**src/inc/lsbd_params.svh**
```systemverilog
/*
 Constants of the logic, string and branch decoder: opcode codes,
 group fields and clock figures. Assumes one core clock per table clock.
*/
`ifndef LSBD_PARAMS_SVH
`define LSBD_PARAMS_SVH
`define LSBD_OP_ESC 8'h0F
`define LSBD_OP_ITERATE_WHILE_EQUAL_PREFIX 8'hF3
`define LSBD_OP_ITERATE_WHILE_UNEQUAL_PREFIX 8'hF2
`define LSBD_REG_TEST 3'h0
`define LSBD_REG_NOT 3'h2
`define LSBD_REG_BTR 3'h6
`define LSBD_REG_BTC 3'h7
`define LSBD_FAULT_VEC 8'h0D
`define LSBD_T_SHD_R 9'h003
`define LSBD_T_SHD_M 9'h007
`define LSBD_T_TST_R 9'h002
`define LSBD_T_TST_M 9'h005
`define LSBD_T_NOT_M 9'h006
`define LSBD_T_STRING_COMPARE 9'h00A
`define LSBD_T_RCMPS 9'h005
`define LSBD_T_RCMPS_N 9'h009
`define LSBD_T_STRING_COPY 9'h007
`define LSBD_T_STRING_COPY_N 9'h004
`define LSBD_T_STRING_STORE 9'h004
`define LSBD_T_RSTOS 9'h005
`define LSBD_T_STRING_STORE_N 9'h005
`define LSBD_T_INS_RL 9'h00F
`define LSBD_T_INS_LO 9'h009
`define LSBD_T_INS_HI 9'h01D
`define LSBD_T_RINS_RL 9'h00D
`define LSBD_T_RINS_LO 9'h007
`define LSBD_T_RINS_HI 9'h01B
`define LSBD_T_INS_N 9'h006
`define LSBD_T_STRING_PORT_OUTPUT_RL 9'h00E
`define LSBD_T_STRING_PORT_OUTPUT_LO 9'h008
`define LSBD_T_STRING_PORT_OUTPUT_HI 9'h01C
`define LSBD_T_ROUTS_RL 9'h00C
`define LSBD_T_ROUTS_LO 9'h006
`define LSBD_T_ROUTS_HI 9'h01A
`define LSBD_T_STRING_PORT_OUTPUT_N 9'h005
`define LSBD_T_TABLE_LOOKUP_BYTE 9'h005
`define LSBD_T_BT_R 9'h006
`define LSBD_T_BTI_M 9'h008
`define LSBD_T_BTR_M 9'h00D
`define LSBD_T_CALLF_RL 9'h011
`define LSBD_T_CALLF_PR 9'h02A
`define LSBD_T_CALLF_GT 9'h06A
`define LSBD_T_BR 9'h007
`define LSBD_T_BR_NT 9'h003
`define LSBD_T_RETN 9'h00C
`define LSBD_T_RETF 9'h024
`define LSBD_T_RETF_PV 9'h048
`endif

```
**src/inc/lsbd_pkg.sv**
```systemverilog
/*
 Types of the logic, string and branch decoder.
 Assumes lsbd_params.svh is available for constants.
*/
package lsbd_pkg;
	// Decoder states, one-hot
	typedef enum logic [4:0] {
		ST_OP = 5'h01,
		ST_ESC = 5'h02,
		ST_MRM = 5'h04,
		ST_SET = 5'h08,
		ST_ELEM = 5'h10
	} lsbd_state_t;
	// Instruction classes reported
	typedef enum logic [4:0] {
		CL_UNK = 5'h00, CL_SHIFT_LEFT_DOUBLE = 5'h01, CL_SHIFT_RIGHT_DOUBLE = 5'h02,
		CL_TEST = 5'h03, CL_NOT = 5'h04, CL_STRING_COMPARE = 5'h05,
		CL_STRING_COPY = 5'h06, CL_STRING_STORE = 5'h07, CL_INS = 5'h08,
		CL_STRING_PORT_OUTPUT = 5'h09, CL_TABLE_LOOKUP_BYTE = 5'h0A, CL_BTC = 5'h0B,
		CL_BTR = 5'h0C, CL_CALLF = 5'h0D, CL_JMPS = 5'h0E,
		CL_JCC = 5'h0F, CL_RETN = 5'h10, CL_RETF = 5'h11
	} lsbd_cls_t;
	// Processor context sampled when decode completes
	typedef struct packed {
		logic prot;
		logic v86;
		logic [1:0] current_privilege_level;
		logic [1:0] io_privilege_level;
		logic io_deny;
		logic cond_true;
		logic gate_inward;
		logic priv_change;
		logic addr32;
		logic [3:0] next_len;
		logic [4:0] param_cnt;
	} lsbd_ctx_t;
	// Result of one instruction
	typedef struct packed {
		lsbd_cls_t cls;
		logic fault;
		logic [7:0] vec;
		logic [15:0] clocks;
		logic [15:0] elems;
	} lsbd_res_t;
endpackage

```
**src/lsbd_decoder.sv**
```systemverilog
/*
 Decoder and clock sequencer for logic, string, bit and branch
 instructions. Takes opcode and mod-reg-r/m bytes from the fetch path
 one byte per clock; immediates and displacements are not presented.
*/
`timescale 1ns/1ps
`include "lsbd_params.svh"
module lsbd_decoder (
	// Clock, reset, enable
	input wire logic clk,
	input wire logic rst,
	input wire logic ce,
	// Byte stream from fetch
	input wire logic byte_valid,
	input wire logic [7:0] byte_in,
	output logic byte_ready_ff,
	// Context and count
	input wire lsbd_pkg::lsbd_ctx_t ctx,
	input wire logic [31:0] count_in,
	input wire logic elem_equal,
	// Results
	output logic done_ff,
	output lsbd_pkg::lsbd_res_t res_ff,
	output logic [31:0] count_ff
);
	lsbd_pkg::lsbd_state_t state_ff; // Sequencer state
	lsbd_pkg::lsbd_state_t nxt_state; // Next state after byte
	logic take; // Byte accepted
	logic rep_ff; // Repeat prefix seen
	logic rep_eq_ff; // Continue while equal
	logic [7:0] pend_ff; // Opcode waiting for mod-reg-r/m
	logic esc_ff; // Pending opcode came after escape
	logic [8:0] cyc_ff; // Clocks left in current phase
	logic [8:0] base_ff; // Setup clocks
	logic [8:0] per_ff; // Clocks per element
	logic reps_ff; // Repetition active for this one
	logic [15:0] clocks_ff; // Clocks spent so far
	logic [15:0] elems_ff; // Elements done
	lsbd_pkg::lsbd_cls_t cls_ff; // Class being run
	logic fault_ff; // Fault raised
	logic fin; // Decode complete this byte
	logic d_fault; // Decoded fault
	logic d_rep; // Decoded repeatable
	lsbd_pkg::lsbd_cls_t d_cls; // Decoded class
	logic [8:0] d_base; // Decoded setup clocks
	logic [8:0] d_per; // Decoded per-element clocks
	logic [8:0] m9; // Next instruction length
	logic [8:0] x8; // Eight per parameter
	logic mem; // Memory operand
	logic lo_pl; // Privilege within I/O privilege
	logic [2:0] rf; // Reg field
	logic last_cyc; // Final clock of phase
	logic stop; // Repetition ends
	logic [31:0] cnt_dec; // Count after one element

	assign take = byte_valid & byte_ready_ff & ce;
	assign m9 = {5'h00, ctx.next_len};
	assign x8 = {1'b0, ctx.param_cnt, 3'h0};
	assign mem = byte_in[7:6] != 2'h3;
	assign rf = byte_in[5:3];
	assign lo_pl = ctx.current_privilege_level <= ctx.io_privilege_level;
	assign last_cyc = cyc_ff == 9'h001;
	assign cnt_dec = count_ff - 32'h00000001;

	// Opcode decode and timing selection
	always_comb begin
		fin = 1'b0;
		d_fault = 1'b0;
		d_rep = 1'b0;
		d_cls = lsbd_pkg::CL_UNK;
		d_base = 9'h001;
		d_per = 9'h000;
		nxt_state = state_ff;
		case (state_ff)
			lsbd_pkg::ST_OP: begin
				fin = 1'b1;
				casez (byte_in)
					`LSBD_OP_ITERATE_WHILE_EQUAL_PREFIX, `LSBD_OP_ITERATE_WHILE_UNEQUAL_PREFIX: begin
						fin = 1'b0;
					end
					`LSBD_OP_ESC: begin
						fin = 1'b0;
						nxt_state = lsbd_pkg::ST_ESC;
					end
					8'b1000010?, 8'b1111011?: begin
						fin = 1'b0;
						nxt_state = lsbd_pkg::ST_MRM;
					end
					8'b1010100?: begin
						d_cls = lsbd_pkg::CL_TEST;
						d_base = `LSBD_T_TST_R;
					end
					8'b1010011?: begin
						d_cls = lsbd_pkg::CL_STRING_COMPARE;
						d_rep = 1'b1;
						d_base = rep_ff ? `LSBD_T_RCMPS : `LSBD_T_STRING_COMPARE;
						d_per = `LSBD_T_RCMPS_N;
					end
					8'b1010010?: begin
						d_cls = lsbd_pkg::CL_STRING_COPY;
						d_rep = 1'b1;
						d_base = `LSBD_T_STRING_COPY;
						d_per = `LSBD_T_STRING_COPY_N;
					end
					8'b1010101?: begin
						d_cls = lsbd_pkg::CL_STRING_STORE;
						d_rep = 1'b1;
						d_base = rep_ff ? `LSBD_T_RSTOS : `LSBD_T_STRING_STORE;
						d_per = `LSBD_T_STRING_STORE_N;
					end
					8'b0110110?: begin
						d_cls = lsbd_pkg::CL_INS;
						d_rep = 1'b1;
						d_per = `LSBD_T_INS_N;
						if (ctx.v86 && ctx.io_deny) begin
							d_fault = 1'b1;
						end else if (ctx.v86) begin
							d_base = rep_ff ? `LSBD_T_RINS_HI : `LSBD_T_INS_HI;
						end else if (ctx.prot) begin
							d_base = rep_ff ?
								(lo_pl ? `LSBD_T_RINS_LO : `LSBD_T_RINS_HI) :
								(lo_pl ? `LSBD_T_INS_LO : `LSBD_T_INS_HI);
						end else begin
							d_base = rep_ff ? `LSBD_T_RINS_RL : `LSBD_T_INS_RL;
						end
					end
					8'b0110111?: begin
						d_cls = lsbd_pkg::CL_STRING_PORT_OUTPUT;
						d_rep = 1'b1;
						d_per = `LSBD_T_STRING_PORT_OUTPUT_N;
						if (ctx.v86 && ctx.io_deny) begin
							d_fault = 1'b1;
						end else if (ctx.v86) begin
							d_base = rep_ff ? `LSBD_T_ROUTS_HI : `LSBD_T_STRING_PORT_OUTPUT_HI;
						end else if (ctx.prot) begin
							d_base = rep_ff ?
								(lo_pl ? `LSBD_T_ROUTS_LO : `LSBD_T_ROUTS_HI) :
								(lo_pl ? `LSBD_T_STRING_PORT_OUTPUT_LO : `LSBD_T_STRING_PORT_OUTPUT_HI);
						end else begin
							d_base = rep_ff ? `LSBD_T_ROUTS_RL : `LSBD_T_STRING_PORT_OUTPUT_RL;
						end
					end
					8'hD7: begin
						d_cls = lsbd_pkg::CL_TABLE_LOOKUP_BYTE;
						d_base = `LSBD_T_TABLE_LOOKUP_BYTE;
					end
					8'h9A: begin
						d_cls = lsbd_pkg::CL_CALLF;
						if (ctx.prot && ctx.gate_inward) begin
							d_base = `LSBD_T_CALLF_GT + x8 + m9;
						end else begin
							d_base = (ctx.prot ? `LSBD_T_CALLF_PR :
								`LSBD_T_CALLF_RL) + m9;
						end
					end
					8'hEB: begin
						d_cls = lsbd_pkg::CL_JMPS;
						d_base = `LSBD_T_BR + m9;
					end
					8'b0111????: begin
						d_cls = lsbd_pkg::CL_JCC;
						d_base = ctx.cond_true ? `LSBD_T_BR + m9 :
							`LSBD_T_BR_NT;
					end
					8'b1100001?: begin
						d_cls = lsbd_pkg::CL_RETN;
						d_base = `LSBD_T_RETN + m9;
					end
					8'b1100101?: begin
						d_cls = lsbd_pkg::CL_RETF;
						d_base = (ctx.prot && ctx.priv_change) ?
							`LSBD_T_RETF_PV : `LSBD_T_RETF + m9;
					end
					default: begin
						d_cls = lsbd_pkg::CL_UNK;
					end
				endcase
			end
			lsbd_pkg::ST_ESC: begin
				fin = 1'b1;
				casez (byte_in)
					8'hA4, 8'hA5, 8'hAC, 8'hAD, 8'hBA, 8'hBB, 8'hB3: begin
						fin = 1'b0;
						nxt_state = lsbd_pkg::ST_MRM;
					end
					8'b1000????: begin
						d_cls = lsbd_pkg::CL_JCC;
						d_base = ctx.cond_true ? `LSBD_T_BR + m9 :
							`LSBD_T_BR_NT;
					end
					default: begin
						d_cls = lsbd_pkg::CL_UNK;
					end
				endcase
			end
			lsbd_pkg::ST_MRM: begin
				fin = 1'b1;
				case ({esc_ff, pend_ff})
					9'h1A4, 9'h1A5: begin
						d_cls = lsbd_pkg::CL_SHIFT_LEFT_DOUBLE;
						d_base = mem ? `LSBD_T_SHD_M : `LSBD_T_SHD_R;
					end
					9'h1AC, 9'h1AD: begin
						d_cls = lsbd_pkg::CL_SHIFT_RIGHT_DOUBLE;
						d_base = mem ? `LSBD_T_SHD_M : `LSBD_T_SHD_R;
					end
					9'h1BA: begin
						if (rf == `LSBD_REG_BTC) begin
							d_cls = lsbd_pkg::CL_BTC;
						end else if (rf == `LSBD_REG_BTR) begin
							d_cls = lsbd_pkg::CL_BTR;
						end
						d_base = mem ? `LSBD_T_BTI_M : `LSBD_T_BT_R;
						if (d_cls == lsbd_pkg::CL_UNK) begin
							d_base = 9'h001;
						end
					end
					9'h1BB, 9'h1B3: begin
						d_cls = pend_ff[3] ? lsbd_pkg::CL_BTC :
							lsbd_pkg::CL_BTR;
						d_base = mem ? `LSBD_T_BTR_M : `LSBD_T_BT_R;
					end
					9'h084, 9'h085: begin
						d_cls = lsbd_pkg::CL_TEST;
						d_base = mem ? `LSBD_T_TST_M : `LSBD_T_TST_R;
					end
					9'h0F6, 9'h0F7: begin
						if (rf == `LSBD_REG_TEST) begin
							d_cls = lsbd_pkg::CL_TEST;
							d_base = mem ? `LSBD_T_TST_M : `LSBD_T_TST_R;
						end else if (rf == `LSBD_REG_NOT) begin
							d_cls = lsbd_pkg::CL_NOT;
							d_base = mem ? `LSBD_T_NOT_M : `LSBD_T_TST_R;
						end
					end
					default: begin
						d_cls = lsbd_pkg::CL_UNK;
					end
				endcase
			end
			default: begin
				fin = 1'b0;
			end
		endcase
		if (fin) begin
			nxt_state = lsbd_pkg::ST_SET;
		end
		if (d_fault) begin
			d_base = 9'h001;
			d_rep = 1'b0;
		end
	end

	// Repetition ends on zero count or on compare outcome
	assign stop = (cnt_dec == 32'h00000000) ||
		(cls_ff == lsbd_pkg::CL_STRING_COMPARE &&
		(rep_eq_ff ? !elem_equal : elem_equal));

	// State sequencing
	always_ff @(posedge clk) begin
		if (rst) begin
			state_ff <= lsbd_pkg::ST_OP;
		end else if (ce) begin
			if (take) begin
				state_ff <= nxt_state;
			end else if (state_ff == lsbd_pkg::ST_SET && last_cyc) begin
				state_ff <= reps_ff ? lsbd_pkg::ST_ELEM : lsbd_pkg::ST_OP;
			end else if (state_ff == lsbd_pkg::ST_ELEM && last_cyc && stop) begin
				state_ff <= lsbd_pkg::ST_OP;
			end
		end
	end

	// Ready to take a byte in the decode states only
	always_ff @(posedge clk) begin
		if (rst) begin
			byte_ready_ff <= 1'b1;
		end else if (ce) begin
			if (take) begin
				byte_ready_ff <= !fin;
			end else if ((state_ff == lsbd_pkg::ST_SET && last_cyc &&
				!reps_ff) || (state_ff == lsbd_pkg::ST_ELEM && last_cyc &&
				stop)) begin
				byte_ready_ff <= 1'b1;
			end
		end
	end

	// Prefix and pending opcode capture
	always_ff @(posedge clk) begin
		if (rst) begin
			rep_ff <= 1'b0;
			rep_eq_ff <= 1'b0;
			pend_ff <= 8'h00;
			esc_ff <= 1'b0;
		end else if (ce && take) begin
			if (state_ff == lsbd_pkg::ST_OP &&
				(byte_in == `LSBD_OP_ITERATE_WHILE_EQUAL_PREFIX || byte_in == `LSBD_OP_ITERATE_WHILE_UNEQUAL_PREFIX)) begin
				rep_ff <= 1'b1;
				rep_eq_ff <= byte_in == `LSBD_OP_ITERATE_WHILE_EQUAL_PREFIX;
			end else if (fin) begin
				rep_ff <= 1'b0;
			end
			if (nxt_state == lsbd_pkg::ST_MRM) begin
				pend_ff <= byte_in;
				esc_ff <= state_ff == lsbd_pkg::ST_ESC;
			end
		end
	end

	// Cycle counting of setup and element phases
	always_ff @(posedge clk) begin
		if (rst) begin
			cyc_ff <= 9'h000;
			base_ff <= 9'h000;
			per_ff <= 9'h000;
			clocks_ff <= 16'h0000;
			cls_ff <= lsbd_pkg::CL_UNK;
			fault_ff <= 1'b0;
		end else if (ce) begin
			if (take && fin) begin
				cyc_ff <= d_base;
				base_ff <= d_base;
				per_ff <= d_per;
				clocks_ff <= 16'h0000;
				cls_ff <= d_cls;
				fault_ff <= d_fault;
			end else if (state_ff == lsbd_pkg::ST_SET ||
				state_ff == lsbd_pkg::ST_ELEM) begin
				clocks_ff <= clocks_ff + 16'h0001;
				cyc_ff <= last_cyc ? per_ff : cyc_ff - 9'h001;
			end
		end
	end

	// Count register and element tally
	always_ff @(posedge clk) begin
		if (rst) begin
			count_ff <= 32'h00000000;
			elems_ff <= 16'h0000;
			reps_ff <= 1'b0;
		end else if (ce) begin
			if (take && fin) begin
				count_ff <= ctx.addr32 ? count_in :
					{16'h0000, count_in[15:0]};
				reps_ff <= rep_ff && d_rep &&
					(ctx.addr32 ? count_in != 32'h00000000 :
					count_in[15:0] != 16'h0000);
				elems_ff <= 16'h0000;
			end else if (state_ff == lsbd_pkg::ST_ELEM && last_cyc) begin
				count_ff <= cnt_dec;
				elems_ff <= elems_ff + 16'h0001;
			end
		end
	end

	// Completion pulse and result
	always_ff @(posedge clk) begin
		if (rst) begin
			done_ff <= 1'b0;
			res_ff <= '0;
		end else if (ce) begin
			done_ff <= 1'b0;
			if ((state_ff == lsbd_pkg::ST_SET && last_cyc && !reps_ff) ||
				(state_ff == lsbd_pkg::ST_ELEM && last_cyc && stop)) begin
				done_ff <= 1'b1;
				res_ff.cls <= cls_ff;
				res_ff.fault <= fault_ff;
				res_ff.vec <= fault_ff ? `LSBD_FAULT_VEC : 8'h00;
				res_ff.clocks <= clocks_ff + 16'h0001;
				res_ff.elems <= elems_ff +
					{15'h0000, state_ff == lsbd_pkg::ST_ELEM};
			end
		end
	end

	// Total equals setup plus elements times per-element clocks
	property p_total;
		@(posedge clk) disable iff (rst)
		$rose(done_ff) |-> res_ff.clocks ==
			16'(base_ff) + 16'(per_ff) * res_ff.elems;
	endproperty
	a_total: assert property (p_total) else $error("clock total wrong");
	property p_done_pulse;
		@(posedge clk) disable iff (rst)
		done_ff && ce |=> !done_ff;
	endproperty
	a_done_pulse: assert property (p_done_pulse) else $error("done held");
	property p_fault_vec;
		@(posedge clk) disable iff (rst)
		$rose(done_ff) && res_ff.fault |-> res_ff.vec == 8'h0D &&
			res_ff.clocks == 16'h0001;
	endproperty
	a_fault_vec: assert property (p_fault_vec) else $error("fault vector bad");
	property p_count_dec;
		@(posedge clk) disable iff (rst)
		ce && state_ff == lsbd_pkg::ST_ELEM && last_cyc |=>
			count_ff == $past(count_ff) - 32'h00000001;
	endproperty
	a_count_dec: assert property (p_count_dec) else $error("count not decremented");
	property p_table_lookup_byte;
		@(posedge clk) disable iff (rst)
		$rose(done_ff) && res_ff.cls == lsbd_pkg::CL_TABLE_LOOKUP_BYTE |->
			res_ff.clocks == 16'h0005;
	endproperty
	a_table_lookup_byte: assert property (p_table_lookup_byte) else $error("lookup clocks bad");
	property p_retf;
		@(posedge clk) disable iff (rst)
		ce && take && fin && state_ff == lsbd_pkg::ST_OP &&
			byte_in == 8'hCB && ctx.prot && ctx.priv_change |=>
			base_ff == 9'h048;
	endproperty
	a_retf: assert property (p_retf) else $error("far exit clocks bad");
	property p_jcc_nt;
		@(posedge clk) disable iff (rst)
		ce && take && state_ff == lsbd_pkg::ST_OP && byte_in[7:4] == 4'h7 &&
			!ctx.cond_true |=> base_ff == 9'h003 && cls_ff == lsbd_pkg::CL_JCC;
	endproperty
	a_jcc_nt: assert property (p_jcc_nt) else $error("fall-through clocks bad");
	property p_ready;
		@(posedge clk) disable iff (rst)
		state_ff == lsbd_pkg::ST_SET || state_ff == lsbd_pkg::ST_ELEM |->
			!byte_ready_ff;
	endproperty
	a_ready: assert property (p_ready) else $error("ready while busy");
endmodule // lsbd_decoder

```
**config.mk**
```make
export PLATFORM = sky130hd
export DESIGN_NAME = lsbd_decoder
export DESIGN_NICKNAME = d
export VERILOG_FILES = /design/src/inc/lsbd_pkg.sv /design/src/lsbd_decoder.sv
export VERILOG_INCLUDE_DIRS = /design/src /design/src/inc
export SDC_FILE = /design/constraint.sdc
export NUM_CORES = 1
export LEC_CHECK = 0
export BUFFER_PORTS_ARGS = -buffer_cell sky130_fd_sc_hd__buf_2
export CAP_MARGIN = 20
export CORE_UTILIZATION = 55
export DETAILED_ROUTE_END_ITERATION = 16
export PLACE_DENSITY = 0.82
export SLEW_MARGIN = 15
export SYNTH_ARGS = -nofsm -noshare
export SYNTH_HDL_FRONTEND = slang
export SYNTH_SLANG_ARGS = --single-unit
```
**constraint.sdc**
```tcl
create_clock -name clk -period 3.4 [get_ports clk]
set_input_delay 0.68 -clock clk [delete_from_list [all_inputs] [get_ports clk]]
set_output_delay 0.68 -clock clk [all_outputs]
set_load 0.01 [all_outputs]
```
# Word level (Yosys, flattened, before mapping)

Cells that the tools add are included.
W data, S select, Z words.

Bits in registers: 153
Input port bits: 65
Output and inout port bits: 80

Add/subtract/negate cells: 11
$lt $le $gt $ge: 1
Equality and inequality tests: 48
Muxes and demuxes: 83
Bitwise gates (word level): 2
Reductions and logical operators: 51

Operators with widths:

| kind                    | count |
|---|---|
| $mux W5                 | 22 |
| $pmux W9 S12            | 1 |
| $eq A8 B8 Y1 const B    | 12 |
| $mux W32                | 3 |
| $mux W16                | 4 |
| $eq A9 B9 Y1 const B    | 7 |
| $pmux W5 S12            | 1 |
| $eq A7 B7 Y1 const B    | 8 |
| $mux W9                 | 5 |
| $eq A9 B8 Y1 const B    | 4 |
| $mux W4                 | 9 |
| $add A16 B1 Y16 const B | 2 |
| $logic_not A32 Y1       | 1 |
| $reduce_bool A32 Y1     | 1 |
| $sub A32 B1 Y32 const B | 1 |
| $mux W3                 | 10 |
| $pmux W5 S6             | 1 |
| $pmux W9 S3             | 1 |
| $pmux W4 S5             | 1 |
| $pmux W5 S2             | 2 |
| $reduce_and A2 Y1       | 9 |
| $add A16 B1 Y16         | 1 |
| $mux W1                 | 16 |
| $pmux W4 S4             | 1 |
| other kinds (39)        | 73 |

# Logic depth before layout (Yosys ltp)

Word-level depth: 11
Gate-level depth with buffers: 13
Gate-level depth less buffers: 13

# Worst setup path before layout

OpenSTA, ideal clock, no wires.

Path kind: register to register
Start: register count_ff[1]
End: register state_ff[0]
Library setup time: 72 ps
Arrival: 2,842 ps
Data required time: 3,328 ps
Slack: 486 ps
Stages on the path, launching flop included: 11
Cell sequence: dfxtp_1 -> inv_1 -> ha_1 -> nor3b_4 -> nand3_2 -> o31a_1 -> or4_4 -> a2111oi_4 -> a31oi_2 -> a31oi_4 -> mux2i_1

Word-level cells in the longest chain between the ends: 6

RTL lines:

| what                                | line                | RTL |
|---|---|---|
| start: declaration                  | lsbd_decoder.sv:24  | `output logic [31:0] count_ff` |
| start signal: assignment            | lsbd_decoder.sv:344 | `count_ff <= ctx.addr32 ? count_in :` |
| start signal: assignment            | lsbd_decoder.sv:351 | `count_ff <= cnt_dec;` |
| $sub A32 B1 Y32                     | lsbd_decoder.sv:63  | `assign cnt_dec = count_ff - 32'h00000001;` |
| $logic_not A32 Y1                   | lsbd_decoder.sv:255 | `assign stop = (cnt_dec == 32'h00000000) \|\|` |
| $logic_or A1 B1 Y1                  | lsbd_decoder.sv:255 |  |
| $logic_and A1 B1 Y1                 | lsbd_decoder.sv:268 | `end else if (state_ff == lsbd_pkg::ST_ELEM && last_cyc && stop) begin` |
| $reduce_bool A3 Y1 (no source line) | n/a                 |  |
| $reduce_and A2 Y1 (no source line)  | n/a                 |  |
| end signal: assignment              | lsbd_decoder.sv:262 | `state_ff <= lsbd_pkg::ST_OP;` |
| end signal: assignment              | lsbd_decoder.sv:267 | `state_ff <= reps_ff ? lsbd_pkg::ST_ELEM : lsbd_pkg::ST_OP;` |
| end signal: assignment              | lsbd_decoder.sv:269 | `state_ff <= lsbd_pkg::ST_OP;` |
| end: declaration                    | lsbd_decoder.sv:26  | `lsbd_pkg::lsbd_state_t state_ff;` |

Every way passes these cells.
A chain may end at the register's enable or synchronous reset.

# Worst setup path after layout

Same ends and word-level chain as after synthesis.

==> impl_metrics.ini <==
[synth]
synth.area.top_cells = dfxtp_1, a21oi_1, nand2_1
netlist_area_sq_mm = 0.009693
yosysTopAreaCell = dfxtp_1
ys_ff_latch = 140
syn_area_per_cell_sq_um = 7.792
synth_top_cell_area_share_pct = 28.91
syn_inst = 1244
yosysSeqAreaShare_pct = 28.91
synth_ff_type = dfxtp_1
synth_cell_types = 94
ys_warn_count = 0
async_reset_ff_share_pct = 0
synth-edff-count = 0

[floorplan]
io_pins = 145
coreArea_sq_mm = 0.01724
die_area_sq_mm = 0.01816
chipHeight_microns = 134.8
row_count = 48
die-width_microns = 134.8
start_util_pct = 56.24

[power_and_ir_drop]
p_sw_w = 0.001500
combPwrFrac_pct = 23.2
switching_share_pct = 31.14
clockPowerShare_pct = 40.8
seqPwrFrac_pct = 36.0
irDropWorstVdd_mv = 0.3915
leakagePower_nw = 4.449
p_int_w = 0.003317
powerDensity_mw_per_mm2 = 431.0

[setup_path]
cp-end-kind = flop
worstReg2RegStart = count_ff[1]$_SDFFE_PP0P_
crit_arrival_ns = 3.54
worst-r2r-setup-slack_ns = 0.22
worstSetupPathType = reg -> reg
reg2reg_depth = 10
startpoint = count_ff[1]$_SDFFE_PP0P_
endpoint = state_ff[0]$_SDFFE_PP1P_
worst_setup_path_start_kind = flop
critPathRequiredTime_ns = 3.76
crit_fanout = 6
rr_endpoint = state_ff[0]$_SDFFE_PP1P_

[place]
place_area_sq_mm = 0.01056
gp_congestion = 1.006
port_buffers = 139
dp_hpwl_microns = 19800
dp_cells = 1553

[global_routing]
grt_pass1_wl_microns = 45350
use_met2_pct = 47.65
grt_pass1_vias = 9114
grt_max_degree = 114
grt-ovfl-total = 0
grtUsageMet1_pct = 41.04
grt_usage_pct = 30.72
grt.busiest_layer = met2
antenna_found_initial = 0
gr-usage-met3_pct = 6.119

[layout]
nets = 1443
antenna_cells = 0
multi_input_area_sq_mm = 0.006230
area_delta_synth_final_pct = 15.30
seq_area_sq_mm = 0.002803
fin_util_pct = 64.84
final_common_cell = dfxtp_1
mostFrequentLayoutCells = dfxtp_1, buf_2, a21oi_1
final_area_sq_mm = 0.01118
drive_above_1_share_pct = 20.22
fill_cells = 1427
stdcell_count = 1585

[drt]
post_drt_wl_per_cell_microns = 17.59
postRouteAntennaNets = 0
dr.pass1.iters = 6
route.detailed.drc = 0
num_vias = 10137
drt_iter0_drc = 1061
totalWireLength_microns = 27880
viasPerCell = 6.396

[timing]
slew_headroom_pct = 48.16
period_share_pct = 93.50
fin_skew_ns = 0.01246
min_period_ns = 3.179
slew_violations = 0
rsz0062_at_grt = false
fmax_mhz = 314.6
finalHoldViolations = 0
worstMarginPinSlew_ns = 0.7580
setup_viol_count_final = 0
setup-tns-final_ns = 0

[clocking]
numClockSinks = 140
clk-insertion-delay-late_ns = 0.43
cts_buffers = 17
clk_path_buf_depth = 2
postCtsSetupBuffers = 0
h-tree-depth = 4
cts.clk_slew.worst_paths_ns = 0.07
cts_tree = done
clockRootBuffer = clkbuf_16

[run_status]
outcome = finished, final reports clean

[hold_path]
hold_path_class = reg -> reg

[run]
maxCapViolations = 0
==> kinds of logic (layout without fill, tap and decap cells) <==
logic type,Yosys count,in the layout,share of synthesized area (%)
AOI/OAI and AO/OA,380,380,26.47
xor gates and xnor gates,55,55,4.970
adders and majority gates,31,31,4.079
buffers and inverters,144,256,7.100
DFF,140,140,28.91
muxes,20,20,2.104
other,1,5,0.03869
and+or+nand+nor,473,473,26.32
==> routing by layer <==
metal | vias to the layer above | routed length [microns]
li1 | 4823 | -
met1 | 4722 | 12040
met2 | 517 | 12660
met3 | 75 | 2265
met4 | 0 | 916
met5 | - | 0
==> layout make-up <==
| type | instances | share of cell area (%) |
|---|---|---|
| sequential | 140 | 25.08 |
| tap | 225 | 2.519 |
| multi-input combinational | 964 | 55.74 |
| inverter | 41 | 1.377 |
| clock buffer | 21 | 4.120 |
| clock inverter | 11 | 1.399 |
| timing repair buffer | 183 | 9.763 |
==> critical path, cell delays in order (launching register included) <==
cell	delay (ns)
dfxtp_1	0.37
inv_1	0.13
ha_2	0.24
nor3b_4	0.35
nand3_2	0.16
o31a_1	0.37
or4_4	0.56
a2111oi_4	0.26
a31oi_2	0.19
a31oi_4	0.26
mux2i_1	0.22
==> synth_stat cells, drive strengths merged, types with 10 or more instances <==
library cell	number
a211oi	43
a21oi	118
a221oi	10
a311oi	11
a31oi	25
and3	21
buf	46
clkbuf	56
dfxtp	140
ha	30
inv	41
mux2i	17
nand2	109
nand2b	13
nand3	54
nand4	25
nor2	106
nor3	35
nor4	33
o21ai	77
o32ai	12
or3	11
or4	11
xnor2	24
xor2	31
==> sequential cells by signal (all words and copies together), names as in the netlist, 4 cells and up <==
| signal | count |
|---|---|
| res_ff | 38 |
| count_ff | 32 |
| clocks_ff | 16 |
| elems_ff | 16 |
| cyc_ff | 9 |
| pend_ff | 8 |
| cls_ff | 5 |
| state_ff | 5 |
| per_ff | 4 |
==> worst min path at each step <==
stage	start	endpoint	slack, ns	cells past startpoint
after floorplan	per_ff[3]$_SDFFE_PP0P_	per_ff[3]$_SDFFE_PP0P_	0.43	2
after global placement	per_ff[3]$_SDFFE_PP0P_	per_ff[3]$_SDFFE_PP0P_	0.44	2
after detailed placement	per_ff[3]$_SDFFE_PP0P_	per_ff[3]$_SDFFE_PP0P_	0.45	2
after CTS	per_ff[3]$_SDFFE_PP0P_	per_ff[3]$_SDFFE_PP0P_	0.46	2
after global routing	per_ff[3]$_SDFFE_PP0P_	per_ff[3]$_SDFFE_PP0P_	0.47	2
final	per_ff[3]$_SDFFE_PP0P_	per_ff[3]$_SDFFE_PP0P_	0.46	2
==> power by group through the flow <==
stage,clock network [W],logic [W],registers (W)
floorplan,0,0.000794,0.00176
global placement,0,0.00106,0.00177
detailed placement,0,0.00108,0.00177
CTS,0.00197,0.00109,0.00173
global route,0.00205,0.00121,0.00174
finish,0.00196,0.00112,0.00173
==> stage by stage <==
| stage | hold slack (ns) | worst slack [ns] | total power, W |
|---|---|---|---|
| finish | 0.4568 | 0.2211 | 0.004817 |
| global route | 0.4739 | 0.03582 | 0.005003 |
| CTS | 0.4580 | 0.1993 | 0.004797 |
| detailed placement | 0.4506 | 0.2432 | 0.002850 |
| global placement | 0.4400 | 0.3361 | 0.002825 |
| floorplan | 0.4321 | 0.4865 | 0.002550 |
==> repair_timing <==
action | in CTS | in global routing
endpoints found under the setup margin | 0 | 1
hold buffers | 0 | 0
gates resized for setup | 0 | 1
endpoints found under the hold margin | 0 | 0
(Power assumes the default switching activity.)
